File: src/rtl/dlt_defines.svh
// Purpose: Constants for the dual-line trigger handshake
// Assumes: sys_clk at 10 MHz
// Notes: Filter and hold times in us, counts derived; gate, measure, capture and delay given in cycles
`ifndef DLT_DEFINES_SVH
`define DLT_DEFINES_SVH
`define DLT_CLK_KHZ 10000
`define DLT_FILTER_US 100
`define DLT_FILTER_CYC ((`DLT_FILTER_US * `DLT_CLK_KHZ) / 1000)
`define DLT_TRIG_HOLD_US 500
`define DLT_TRIG_HOLD_CYC ((`DLT_TRIG_HOLD_US * `DLT_CLK_KHZ + 999) / 1000)
`define DLT_GATE_CYC 100
`define DLT_MEAS_CYC 300
`define DLT_CAPTURE_CYC 50
`define DLT_GATE_DELAY_CYC 20
`define DLT_CNT_W 16
`endif

File: src/rtl/dlt_pkg.sv
// Purpose: Types for the dual-line trigger handshake
// Assumes: nothing
// Notes: Shared by both ends
package dlt_pkg;
	typedef enum logic [1:0] {DLT_IDLE, DLT_CAPTURE, DLT_PROCESS} dlt_line_state_t;
	typedef enum logic [1:0] {DLT_H_IDLE, DLT_H_HIGH, DLT_H_WAIT} dlt_host_state_t;
endpackage

File: src/rtl/dlt_if.sv
// Purpose: Parallel lines between device and controller
// Assumes: one clock domain
// Notes: Index 0 and 1 are the two lines
`timescale 1ns/1ps
interface dlt_if;
	logic [1:0] lineTrigger;
	logic [1:0] lineAcceptOk;
	logic [1:0] lineWorking;
	logic [1:0] lineJudgement;
	logic [15:0] lineResultBits;
	logic [1:0] lineLatchStrobe;
	modport device (input lineTrigger, output lineAcceptOk, output lineWorking,
		output lineJudgement, output lineResultBits, output lineLatchStrobe);
	modport host (output lineTrigger, input lineAcceptOk, input lineWorking,
		input lineJudgement, input lineResultBits, input lineLatchStrobe);
endinterface

File: src/rtl/dlt_device.sv
// Summary of operation
// Ready high when a line accepts triggers
// Live view forces ready low, triggers accepted
// Controller uses busy during live view
// Line 0 busy while measuring or switching
// Controller waits for line 0 busy
// Line 1 busy pin shows run otherwise
// Line 1 busy in dual mode; controller waits
// Judgement and data update at busy fall
// Setting selects pass or fail polarity
// Gate pulses for configured duration
// Output time shorter than trigger interval
// Gate only when output step present
// Output starts at output step, busy maybe high
// Judgement and gate not simultaneous
// Lines triggered independently, any order
// One measurement per rising trigger edge
// Controller holds trigger at least 0.5 ms
// Trigger noise filter, default 100 us
// Simultaneous triggers may delay one line
// Two-stage synchroniser before filter
//
// Purpose: Device end: two measurement lines with busy, ready, judgement, gate
// Assumes: measurement is modelled by counters; result arrives on resultIn
// Notes: Line 1 capture waits while line 0 captures (shared camera)
`timescale 1ns/1ps
`include "dlt_defines.svh"
module dlt_device
	import dlt_pkg::*;
#(
	parameter int FILTER_CYC = `DLT_FILTER_CYC,
	parameter int GATE_CYC = `DLT_GATE_CYC,
	parameter int MEAS_CYC = `DLT_MEAS_CYC,
	parameter int CAPTURE_CYC = `DLT_CAPTURE_CYC,
	parameter int GATE_DELAY_CYC = `DLT_GATE_DELAY_CYC
) (
	input wire logic sys_clk,
	input wire logic nrst,
	dlt_if.device link,
	input wire logic dualLineMode,
	input wire logic liveView,
	input wire logic judgeOnFail,
	input wire logic outputStepPresent,
	input wire logic [1:0] lineFail,
	input wire logic [15:0] resultIn,
	output logic runIndication
);
	localparam int CW = `DLT_CNT_W;
	initial begin
		if (FILTER_CYC < 1 || GATE_CYC < 1 || CAPTURE_CYC < 1 ||
			MEAS_CYC <= CAPTURE_CYC || GATE_DELAY_CYC >= MEAS_CYC - CAPTURE_CYC ||
			MEAS_CYC >= (1 << CW) || FILTER_CYC >= (1 << CW) || GATE_CYC >= (1 << CW))
			$error("dlt_device: parameter out of range");
	end

	function automatic logic judgeLevel(input logic fail, input logic onFail);
		return fail ~^ onFail;
	endfunction

	logic [1:0] syncA, syncB, filt, filtPrev;
	logic [1:0] next_filt;
	logic [CW-1:0] filtCnt [2];
	logic [CW-1:0] next_filtCnt [2];
	dlt_line_state_t st [2];
	dlt_line_state_t next_st [2];
	logic [CW-1:0] measCnt [2];
	logic [CW-1:0] next_measCnt [2];
	logic [CW-1:0] gateCnt [2];
	logic [CW-1:0] next_gateCnt [2];
	logic [1:0] busy, next_busy, ready, next_ready, judge, next_judge, gate, next_gate;
	logic [1:0] pendFail, next_pendFail;
	logic [15:0] data, next_data, pendData, next_pendData;
	logic run, next_run;
	logic [1:0] rise;

	assign rise = filt & ~filtPrev;
	assign link.lineAcceptOk = ready;
	assign link.lineWorking = busy;
	assign link.lineJudgement = judge;
	assign link.lineResultBits = data;
	assign link.lineLatchStrobe = gate;
	assign runIndication = run;

	always_comb begin
		next_filt = filt;
		next_st = st;
		next_measCnt = measCnt;
		next_gateCnt = gateCnt;
		next_busy = busy;
		next_ready = ready;
		next_judge = judge;
		next_gate = gate;
		next_pendFail = pendFail;
		next_data = data;
		next_pendData = pendData;
		next_run = 1'b1;
		next_filtCnt = filtCnt;
		for (int i = 0; i < 2; i++) begin
			// noise filter
			if (syncB[i] == filt[i]) begin
				next_filtCnt[i] = '0;
			end else if (filtCnt[i] >= CW'(FILTER_CYC - 1)) begin
				next_filtCnt[i] = '0;
				next_filt[i] = syncB[i];
			end else begin
				next_filtCnt[i] = filtCnt[i] + 1'b1;
			end
			unique case (st[i])
				DLT_IDLE: begin
					// R16: one start per edge
					if (rise[i]) begin
						next_st[i] = DLT_CAPTURE;
						next_measCnt[i] = '0;
						next_busy[i] = 1'b1;
					end
				end
				DLT_CAPTURE: begin
					// line 1 waits for shared capture
					if (!(i == 1 && st[0] == DLT_CAPTURE)) begin
						if (measCnt[i] >= CW'(CAPTURE_CYC - 1)) begin
							next_st[i] = DLT_PROCESS;
						end
						next_measCnt[i] = measCnt[i] + 1'b1;
					end
				end
				DLT_PROCESS: begin
					next_measCnt[i] = measCnt[i] + 1'b1;
					// R12: output step may precede busy fall
					if (measCnt[i] == CW'(CAPTURE_CYC + GATE_DELAY_CYC) && outputStepPresent) begin
						// gate starts before judgement updates
						next_gate[i] = 1'b1;
						next_gateCnt[i] = '0;
						next_pendFail[i] = lineFail[i];
						next_pendData[i*8 +: 8] = resultIn[i*8 +: 8];
					end
					if (measCnt[i] >= CW'(MEAS_CYC - 1)) begin
						next_st[i] = DLT_IDLE;
						// R7: busy ends with measurement
						next_busy[i] = 1'b0;
						// R9: update at busy fall
						next_judge[i] = judgeLevel(next_pendFail[i], judgeOnFail);
						next_data[i*8 +: 8] = next_pendData[i*8 +: 8];
					end
				end
				default: next_st[i] = DLT_IDLE;
			endcase
			// gate pulse length
			if (gate[i]) begin
				if (gateCnt[i] >= CW'(GATE_CYC - 1)) begin
					next_gate[i] = 1'b0;
				end else begin
					next_gateCnt[i] = gateCnt[i] + 1'b1;
				end
			end
			// R2: ready when idle, low in live view
			next_ready[i] = (next_st[i] == DLT_IDLE) && !liveView;
		end
		// busy 1 pin carries run outside dual mode
		if (!dualLineMode) begin
			next_busy[1] = 1'b1;
			next_st[1] = DLT_IDLE;
			next_ready[1] = 1'b0;
		end
	end

	always_ff @(posedge sys_clk) begin
		if (!nrst) begin
			syncA <= 2'h0;
			syncB <= 2'h0;
			filt <= 2'h0;
			filtPrev <= 2'h0;
			filtCnt <= '{default: '0};
			st <= '{default: DLT_IDLE};
			measCnt <= '{default: '0};
			gateCnt <= '{default: '0};
			busy <= 2'h0;
			ready <= 2'h0;
			judge <= 2'h0;
			gate <= 2'h0;
			pendFail <= 2'h0;
			data <= 16'h0000;
			pendData <= 16'h0000;
			run <= 1'b0;
		end else begin
			// two-stage synchroniser
			syncA <= link.lineTrigger;
			syncB <= syncA;
			filt <= next_filt;
			filtPrev <= filt;
			filtCnt <= next_filtCnt;
			st <= next_st;
			measCnt <= next_measCnt;
			gateCnt <= next_gateCnt;
			busy <= next_busy;
			ready <= next_ready;
			judge <= next_judge;
			gate <= next_gate;
			pendFail <= next_pendFail;
			data <= next_data;
			pendData <= next_pendData;
			run <= next_run;
		end
	end
endmodule

File: src/flat_wrapper.sv
// flat-port wrapper written by rule: the top's interface ports become plain ports
module dlt_device_flat import dlt_pkg::*;
#(
	parameter int FILTER_CYC = `DLT_FILTER_CYC,
	parameter int GATE_CYC = `DLT_GATE_CYC,
	parameter int MEAS_CYC = `DLT_MEAS_CYC,
	parameter int CAPTURE_CYC = `DLT_CAPTURE_CYC,
	parameter int GATE_DELAY_CYC = `DLT_GATE_DELAY_CYC
)
  (sys_clk, nrst, dualLineMode, liveView, judgeOnFail, outputStepPresent, lineFail, resultIn, runIndication, link_lineTrigger, link_lineAcceptOk, link_lineWorking, link_lineJudgement, link_lineResultBits, link_lineLatchStrobe);
  dlt_if link_i ();
  input wire logic sys_clk;
  input wire logic nrst;
  input wire logic dualLineMode;
  input wire logic liveView;
  input wire logic judgeOnFail;
  input wire logic outputStepPresent;
  input wire logic [1:0] lineFail;
  input wire logic [15:0] resultIn;
  output logic runIndication;
  input wire logic [$bits(link_i.lineTrigger)-1:0] link_lineTrigger;
  output wire logic [$bits(link_i.lineAcceptOk)-1:0] link_lineAcceptOk;
  output wire logic [$bits(link_i.lineWorking)-1:0] link_lineWorking;
  output wire logic [$bits(link_i.lineJudgement)-1:0] link_lineJudgement;
  output wire logic [$bits(link_i.lineResultBits)-1:0] link_lineResultBits;
  output wire logic [$bits(link_i.lineLatchStrobe)-1:0] link_lineLatchStrobe;
  assign link_i.lineTrigger = link_lineTrigger;
  assign link_lineAcceptOk = link_i.lineAcceptOk;
  assign link_lineWorking = link_i.lineWorking;
  assign link_lineJudgement = link_i.lineJudgement;
  assign link_lineResultBits = link_i.lineResultBits;
  assign link_lineLatchStrobe = link_i.lineLatchStrobe;
  dlt_device #(.FILTER_CYC(FILTER_CYC), .GATE_CYC(GATE_CYC), .MEAS_CYC(MEAS_CYC), .CAPTURE_CYC(CAPTURE_CYC), .GATE_DELAY_CYC(GATE_DELAY_CYC)) u_core (.sys_clk(sys_clk), .nrst(nrst), .link(link_i), .dualLineMode(dualLineMode), .liveView(liveView), .judgeOnFail(judgeOnFail), .outputStepPresent(outputStepPresent), .lineFail(lineFail), .resultIn(resultIn), .runIndication(runIndication));
endmodule
File: config.mk
export PLATFORM = sky130hd
export DESIGN_NAME = dlt_device_flat
export DESIGN_NICKNAME = d
export VERILOG_FILES = /design/src/rtl/dlt_pkg.sv /design/src/rtl/dlt_if.sv /design/src/rtl/dlt_device.sv /design/src/flat_wrapper.sv
export VERILOG_INCLUDE_DIRS = /design/src /design/src/rtl
export SDC_FILE = /design/constraint.sdc
export NUM_CORES = 1
export LEC_CHECK = 0
export ABC_CLOCK_PERIOD_IN_PS = 2200
export BUFFER_PORTS_ARGS = -buffer_cell sky130_fd_sc_hd__buf_2
export CORE_MARGIN = 3
export CORE_UTILIZATION = 53
export DETAILED_ROUTE_END_ITERATION = 6
export HOLD_SLACK_MARGIN = 0.15
export PLACE_DENSITY_LB_ADDON = 0.25
export SLEW_MARGIN = 0
export SYNTH_ARGS = -nofsm -noshare
export SYNTH_HDL_FRONTEND = slang
export SYNTH_SLANG_ARGS = --single-unit
export TNS_END_PERCENT = 1
File: constraint.sdc
create_clock -name sys_clk -period 2.2 [get_ports sys_clk]
set_clock_uncertainty 0.2 [all_clocks]
set_input_delay 0.11 -clock sys_clk [delete_from_list [all_inputs] [get_ports sys_clk]]
set_output_delay 0.11 -clock sys_clk [all_outputs]
set_load 0.01 [all_outputs]
==> results of run 1 <==
[cell type report]
cell class | count | area [sq um] | share of cell area (%)
clock inverter | 8 | 119 | 1.51
inverter | 24 | 90.1 | 1.14
sequential | 151 | 3030 | 38.4
tap | 143 | 179 | 2.27
timing repair buffer | 109 | 811 | 10.3
clock buffer | 23 | 498 | 6.31
multi-input combinational | 468 | 3160 | 40.1
[logic make-up after synthesis]
group,count (synthesis),share of synthesized area [%]
fa+ha+maj,20,4.00
flops,151,48.3
buf+inv,47,3.14
other cells,1,0.0600
simple gates,266,21.3
mux,37,5.92
compound gates,81,9.99
xor+xnor,52,7.28
[metal layers]
metal / share of wire, % / up-vias
li1: - / 2498
met1: 46 / 2364
met2: 50 / 70
met3: 2.9 / 16
met4: 1.5 / 0
met5: 0 / -
[per-stage QoR]
step                      area [sq um]  power (uW)
after floorplan                   6290        2910
after global placement            6890        2980
after detailed placement          6890        2990
after CTS                         7760        6010
after global routing              7890        6170
final                             7890        5950
[flip-flops by register name (all words and copies together), names as in the netlist]
| name | flops |
|---|---|
| u_core.filt | 2 |
| u_core.filtCnt | 32 |
| u_core.filtPrev | 2 |
| u_core.gateCnt | 32 |
| u_core.link.lineAcceptOk | 2 |
| u_core.link.lineJudgement | 2 |
| u_core.link.lineLatchStrobe | 2 |
| u_core.link.lineResultBits | 16 |
| u_core.link.lineWorking | 2 |
| u_core.measCnt | 32 |
| u_core.pendData | 16 |
| u_core.pendFail | 2 |
| u_core.runIndication | 1 |
| u_core.st | 4 |
| u_core.syncA | 2 |
| u_core.syncB | 2 |
[timing repair]
action / CTS / global route
buffers inserted: 0 / 2
hold endpoints to repair: 70 / 1
gates resized for setup: 3 / 21
pin swaps: 1 / 10
hold buffers: 24 / 1
gates cloned: 0 / 1
endpoints found under the setup margin: 4 / 50
[worst max path at each step]
| stage | from | endpoint | slack, ps | cells past startpoint |
|---|---|---|---|---|
| global route | u_core.measCnt[0] | u_core.link.lineAcceptOk[1] | -140 | 7 |
| detailed placement | u_core.measCnt[16] | u_core.link.lineAcceptOk[0] | -90 | 7 |
| floorplan | u_core.st[1] | u_core.measCnt[15] | 90 | 7 |
| finish | u_core.measCnt[13] | u_core.link.lineResultBits[15] | -30 | 7 |
| global placement | u_core.measCnt[17] | u_core.link.lineAcceptOk[0] | -60 | 8 |
| CTS | u_core.st[3] | u_core.measCnt[6] | -5 | 6 |
[placed cells by master (no fill, tap or decap), types with 5 or more instances in the layout]
cell,instances
a211oi_1,15
a21oi_1,13
a31oi_1,6
and2_1,24
and3_1,23
buf_2,50
buf_4,30
clkbuf_16,18
clkbuf_8,5
conb_1,12
dfxtp_1,148
dlygate4sd3_1,25
ha_1,20
inv_1,23
mux2i_1,35
nand2_1,21
nand3_1,20
nand4_1,15
nor2_1,118
nor4_1,7
o21a_1,6
o21ai_0,6
xnor2_1,24
xor2_1,28
[critical path, stage by stage (launching register included)]
cell and delay [ps]:
dfxtp_2 320, or4_4 550, nor4_4 260, buf_4 170
and2_4 170, buf_12 130, mux2i_2 200, a211oi_1 100
[power by group]
part | total (uW) | internal, uW | switching [uW]
registers | 2780 | 2760 | 15.1
clock network | 2980 | 1920 | 1060
logic | 188 | 89.4 | 99.1
total | 5950 | 4770 | 1170
==> flow_summary.yaml, run 1 <==
worst_setup_path:
  cp_data_arrival_time_ps: 2310
  worstPathRequired_ps: 2280
  reg2reg_slack_ps: -30
  critPathLaunchType: "register"
  rr_endpoint: "u_core.link.lineResultBits[15]"
  worstSetupPathType: "register to register"
  cp_max_fo: 5
  ff2ff_path_depth: 7
  end_kind: "register"
  reg2reg_from: "u_core.measCnt[13]"
detailed_routing:
  vias: 4948
  wl_per_cell_um: 14.4
  wirelength_um: 13300
  drt-initial-drc-count: 294
  ant_nets: 0
  drcViolationCount: 0
  dr.pass1.iters: 4
  vias_per_cell: 5.34
synthesis:
  yosysMostFrequentCell: "dfxtp_1"
  ys_ff_latch: 151
  async_flop_share_pct: 0
  avgSynthCellArea_sq_um: 9.55
  synthTopCellsByArea: "dfxtp_1 48%, nor2_1 7.1%, mux2i_1 5.9%, ha_1 4.0%, xor2_1 3.9%"
  yosysSeqAreaShare_pct: 48.3
  ys_top_cells_by_count: "151 x dfxtp_1, 118 x nor2_1, 37 x mux2i_1"
  yosysWarnings: 0
  synth_flop_cell: "dfxtp_1"
  yosysTopAreaCell: "dfxtp_1"
  synthesis.instances: 655
  synth_area_sq_um: 6250
  synth.distinct_cells: 57
  netlist.area_leader.share_pct: 48.3
  synth-edff-count: 0
floorplanning:
  fp.dieArea_sq_um: 13100
  ioPinCount: 51
  core_area_sq_um: 11500
  std_cell_rows: 39
  start_util_pct: 54.5
  die_w_um: 115
  dieHeight_um: 115
sta:
  fin_crit_ps: 2230
  holdWs_ps: 226
  period_share_pct: 102
  rsz0062_at_grt: "yes"
  fmax_mhz: 448
  hold_viol: 0
  setup_viol: 8
  slew_viol_final: 0
  finalWorstSetupSlack_ps: -33.7
  tns_ps: -107
cells_and_area:
  postLayoutCoreUtil_pct: 68.8
  nNetsFinal: 817
  antenna_cells: 0
  syn2layout_area_growth_pct: 26.1
  fill_cells: 861
  drive_gt1_share_pct: 17.9
  layoutNonFillerInstCount: 926
global_route:
  grt_pass1_vias: 4892
  busiest_layer: "met2"
  grt_max_degree: 41
  gr-total-overflow: 0
  use_met2_pct: 35.3
  grt.met3_usage_pct: 5.39
  grt_pass1_wl_um: 22400
  use_met1_pct: 26.3
  grt_usage_pct: 21.3
  antenna_found_initial: 0
cts:
  cts_max_level: 4
  cts_tree: "done"
  clk_pin_slew_ps: 60
  clockBufferDepth: 2
  numCtsBuffers: 17
  clockRootBuffer: "clkbuf_16"
  clkLatencyLatePin_ps: 420
  clock-sinks: 151
placed_design:
  place_ws_ps: -92.4
  place.gp.congestion: 0.790
  dp_hpwl_um: 8920
  dp.cells: 867
  portBuffers: 50
power_and_ir_drop:
  power_density_nw_per_um2: 754
  ir_worst_vdd_mv: 0.660
  p_leak_uw: 0.00322
worst_hold_path:
  hold_class: "register to register"
  holdPathEnd: "u_core.syncB[1]"
  worstHoldPathCells: 1
  min_from: "u_core.syncA[1]"
flow_run:
  cap_violations: 0
outcome:
  outcome: "complete, but fails checks"
  violations: "setup timing"
(Power assumes the default switching activity.)
==> inputs of run 2 (changes only) <==
--- a/config.mk
+++ b/config.mk
@@ -13,8 +13,8 @@
 export DETAILED_ROUTE_END_ITERATION = 6
 export HOLD_SLACK_MARGIN = 0.15
 export PLACE_DENSITY_LB_ADDON = 0.25
+export SKIP_LAST_GASP = 1
 export SLEW_MARGIN = 0
 export SYNTH_ARGS = -nofsm -noshare
 export SYNTH_HDL_FRONTEND = slang
 export SYNTH_SLANG_ARGS = --single-unit
-export TNS_END_PERCENT = 1
==> run 2 against run 1 <==
The run still ends with setup timing left. Utilization increased by 0.37 points. First-iteration DRC count decreased by 9.9%. Hold slack improved by 0.84 ps. Die area unchanged. Largest cell class unchanged. Sequential share of layout area decreased by 0.16 points. Fmax about the same. Sequential power about the same. Wire length about the same.
==> flow_summary.yaml, run 2 (synthesis gave the netlist of run 1 again) <==
sta:
  slew_viol_final: 0
  hold_viol: 0
  setup_viol: 8
  fmax_mhz: 448
  period_share_pct: 102
  worstMarginPinSlew_ps: 503
  finalWorstSetupSlack_ps: -33.5
  fin_crit_ps: 2230
  rsz0062_at_grt: "yes"
  slew_headroom_pct: 66.5
cts:
  clockRootBuffer: "clkbuf_16"
  clock-sinks: 151
  clk_pin_slew_ps: 60
  clkLatencyLatePin_ps: 420
  cts_max_level: 4
  cts_tree: "done"
  numCtsBuffers: 17
  clockBufferDepth: 2
outcome:
  violations: "setup timing"
  outcome: "complete, but fails checks"
detailed_routing:
  met1_length_um: 6120
  wl_met2_um: 6590
  dr.pass1.iters: 6
  drt-initial-drc-count: 265
  vias: 4932
  top_layer_used: "met4"
  drcViolationCount: 0
  vias_per_cell: 5.31
  wl_met3_um: 386
  wl_per_cell_um: 14.3
  wirelength_um: 13300
  ant_nets: 0
worst_hold_path:
  hold_class: "register to register"
cells_and_area:
  layout_commonest_cell: "dfxtp_1"
  syn2layout_area_growth_pct: 26.8
  nNetsFinal: 819
  seq_area_sq_um: 3030
  top_regs: "u_core.filtCnt x32, u_core.gateCnt x32, u_core.measCnt x32"
  postLayoutCoreUtil_pct: 69.1
  drive_gt1_share_pct: 18.7
  multi_input_area_sq_um: 3190
  antenna_cells: 0
  mostFrequentLayoutCells: "147 x dfxtp_1, 118 x nor2_1, 50 x buf_2"
  layoutNonFillerInstCount: 928
  fill_cells: 854
power_and_ir_drop:
  power_density_nw_per_um2: 751
  p_leak_uw: 0.00323
  ir_worst_vdd_mv: 0.660
worst_setup_path:
  critPathLaunchType: "register"
  worstPathRequired_ps: 2280
  worstSetupPathType: "register to register"
  cp_max_fo: 5
  end_kind: "register"
  cp_data_arrival_time_ps: 2310
global_route:
  grt_usage_pct: 21.3
  antenna_found_initial: 0
  grt_pass1_wl_um: 22400
  gr-total-overflow: 0
  grt_pass1_vias: 4892
  grt_max_degree: 41
placed_design:
  dp_hpwl_um: 8920
  portBuffers: 50
  place.gp.congestion: 0.790
  dp.cells: 867
floorplanning:
  die_w_um: 115
  dieHeight_um: 115
  start_util_pct: 54.5
  core_area_sq_um: 11500
  ioPinCount: 51
  fp.dieArea_sq_um: 13100
  std_cell_rows: 39
flow_run:
  cap_violations: 0
==> run 2: path summary, 6_finish.rpt <==
path / startpoint / endpoint / slack (ps) / cells past startpoint
worst min-delay path: u_core.syncA[1] / u_core.syncB[1] / 230 / 1
worst min register to register: u_core.syncA[1] / u_core.syncB[1] / 230 / 1
worst max register to register: u_core.measCnt[13] / u_core.link.lineResultBits[15] / -30 / 7
worst max-delay path: u_core.measCnt[13] / u_core.link.lineResultBits[15] / -30 / 7
==> run 2: cell type report <==
type	count	share of cell area, %
clock buffer	23	6.28
clock inverter	8	1.50
inverter	24	1.14
multi-input combinational	468	40.2
sequential	151	38.2
tap	143	2.26
timing repair buffer	111	10.4
==> run 2: layer usage <==
metal,GRT usage [%],vias up
li1,-,2500
met1,26.3,2342
met2,35.3,72
met3,5.39,18
met4,9.11,0
met5,0,-
==> run 2: repair_timing <==
item,CTS,global route
gates cloned,0,1
setup endpoints to repair,4,50
pin swaps,1,17
buffers inserted,0,4
hold buffers,24,1
hold endpoints to repair,70,1
resized for setup,3,28
==> run 2: per-stage QoR <==
stage / hold WS, ps / worst slack (ps) / cell area (sq um) / setup TNS [ps] / power (uW)
after floorplan: -62.3 / 92.8 / 6290 / 0 / 2910
after global placement: 123 / -59.7 / 6890 / -68.0 / 2980
after detailed placement: 118 / -92.4 / 6890 / -135 / 2990
after CTS: 160 / -5.39 / 7760 / -5.39 / 6010
after global routing: 245 / -126 / 7930 / -2330 / 6170
final: 227 / -33.5 / 7930 / -113 / 5950
==> run 2: power by group <==
| group | switching [uW] | internal [uW] | leakage, uW | total [uW] |
|---|---|---|---|---|
| Clock | 1060 | 1920 | 0.000309 | 2980 |
| Combinational | 101 | 91.4 | 0.00170 | 192 |
| Sequential | 15.4 | 2760 | 0.00123 | 2780 |
==> run 2: critical path, cell delays in order (launching register included) <==
cell and delay (ps):
dfxtp_2 320, or4_4 550, nor4_4 260, buf_4 170
and2_4 170, buf_12 130, mux2i_2 200, a211oi_1 100
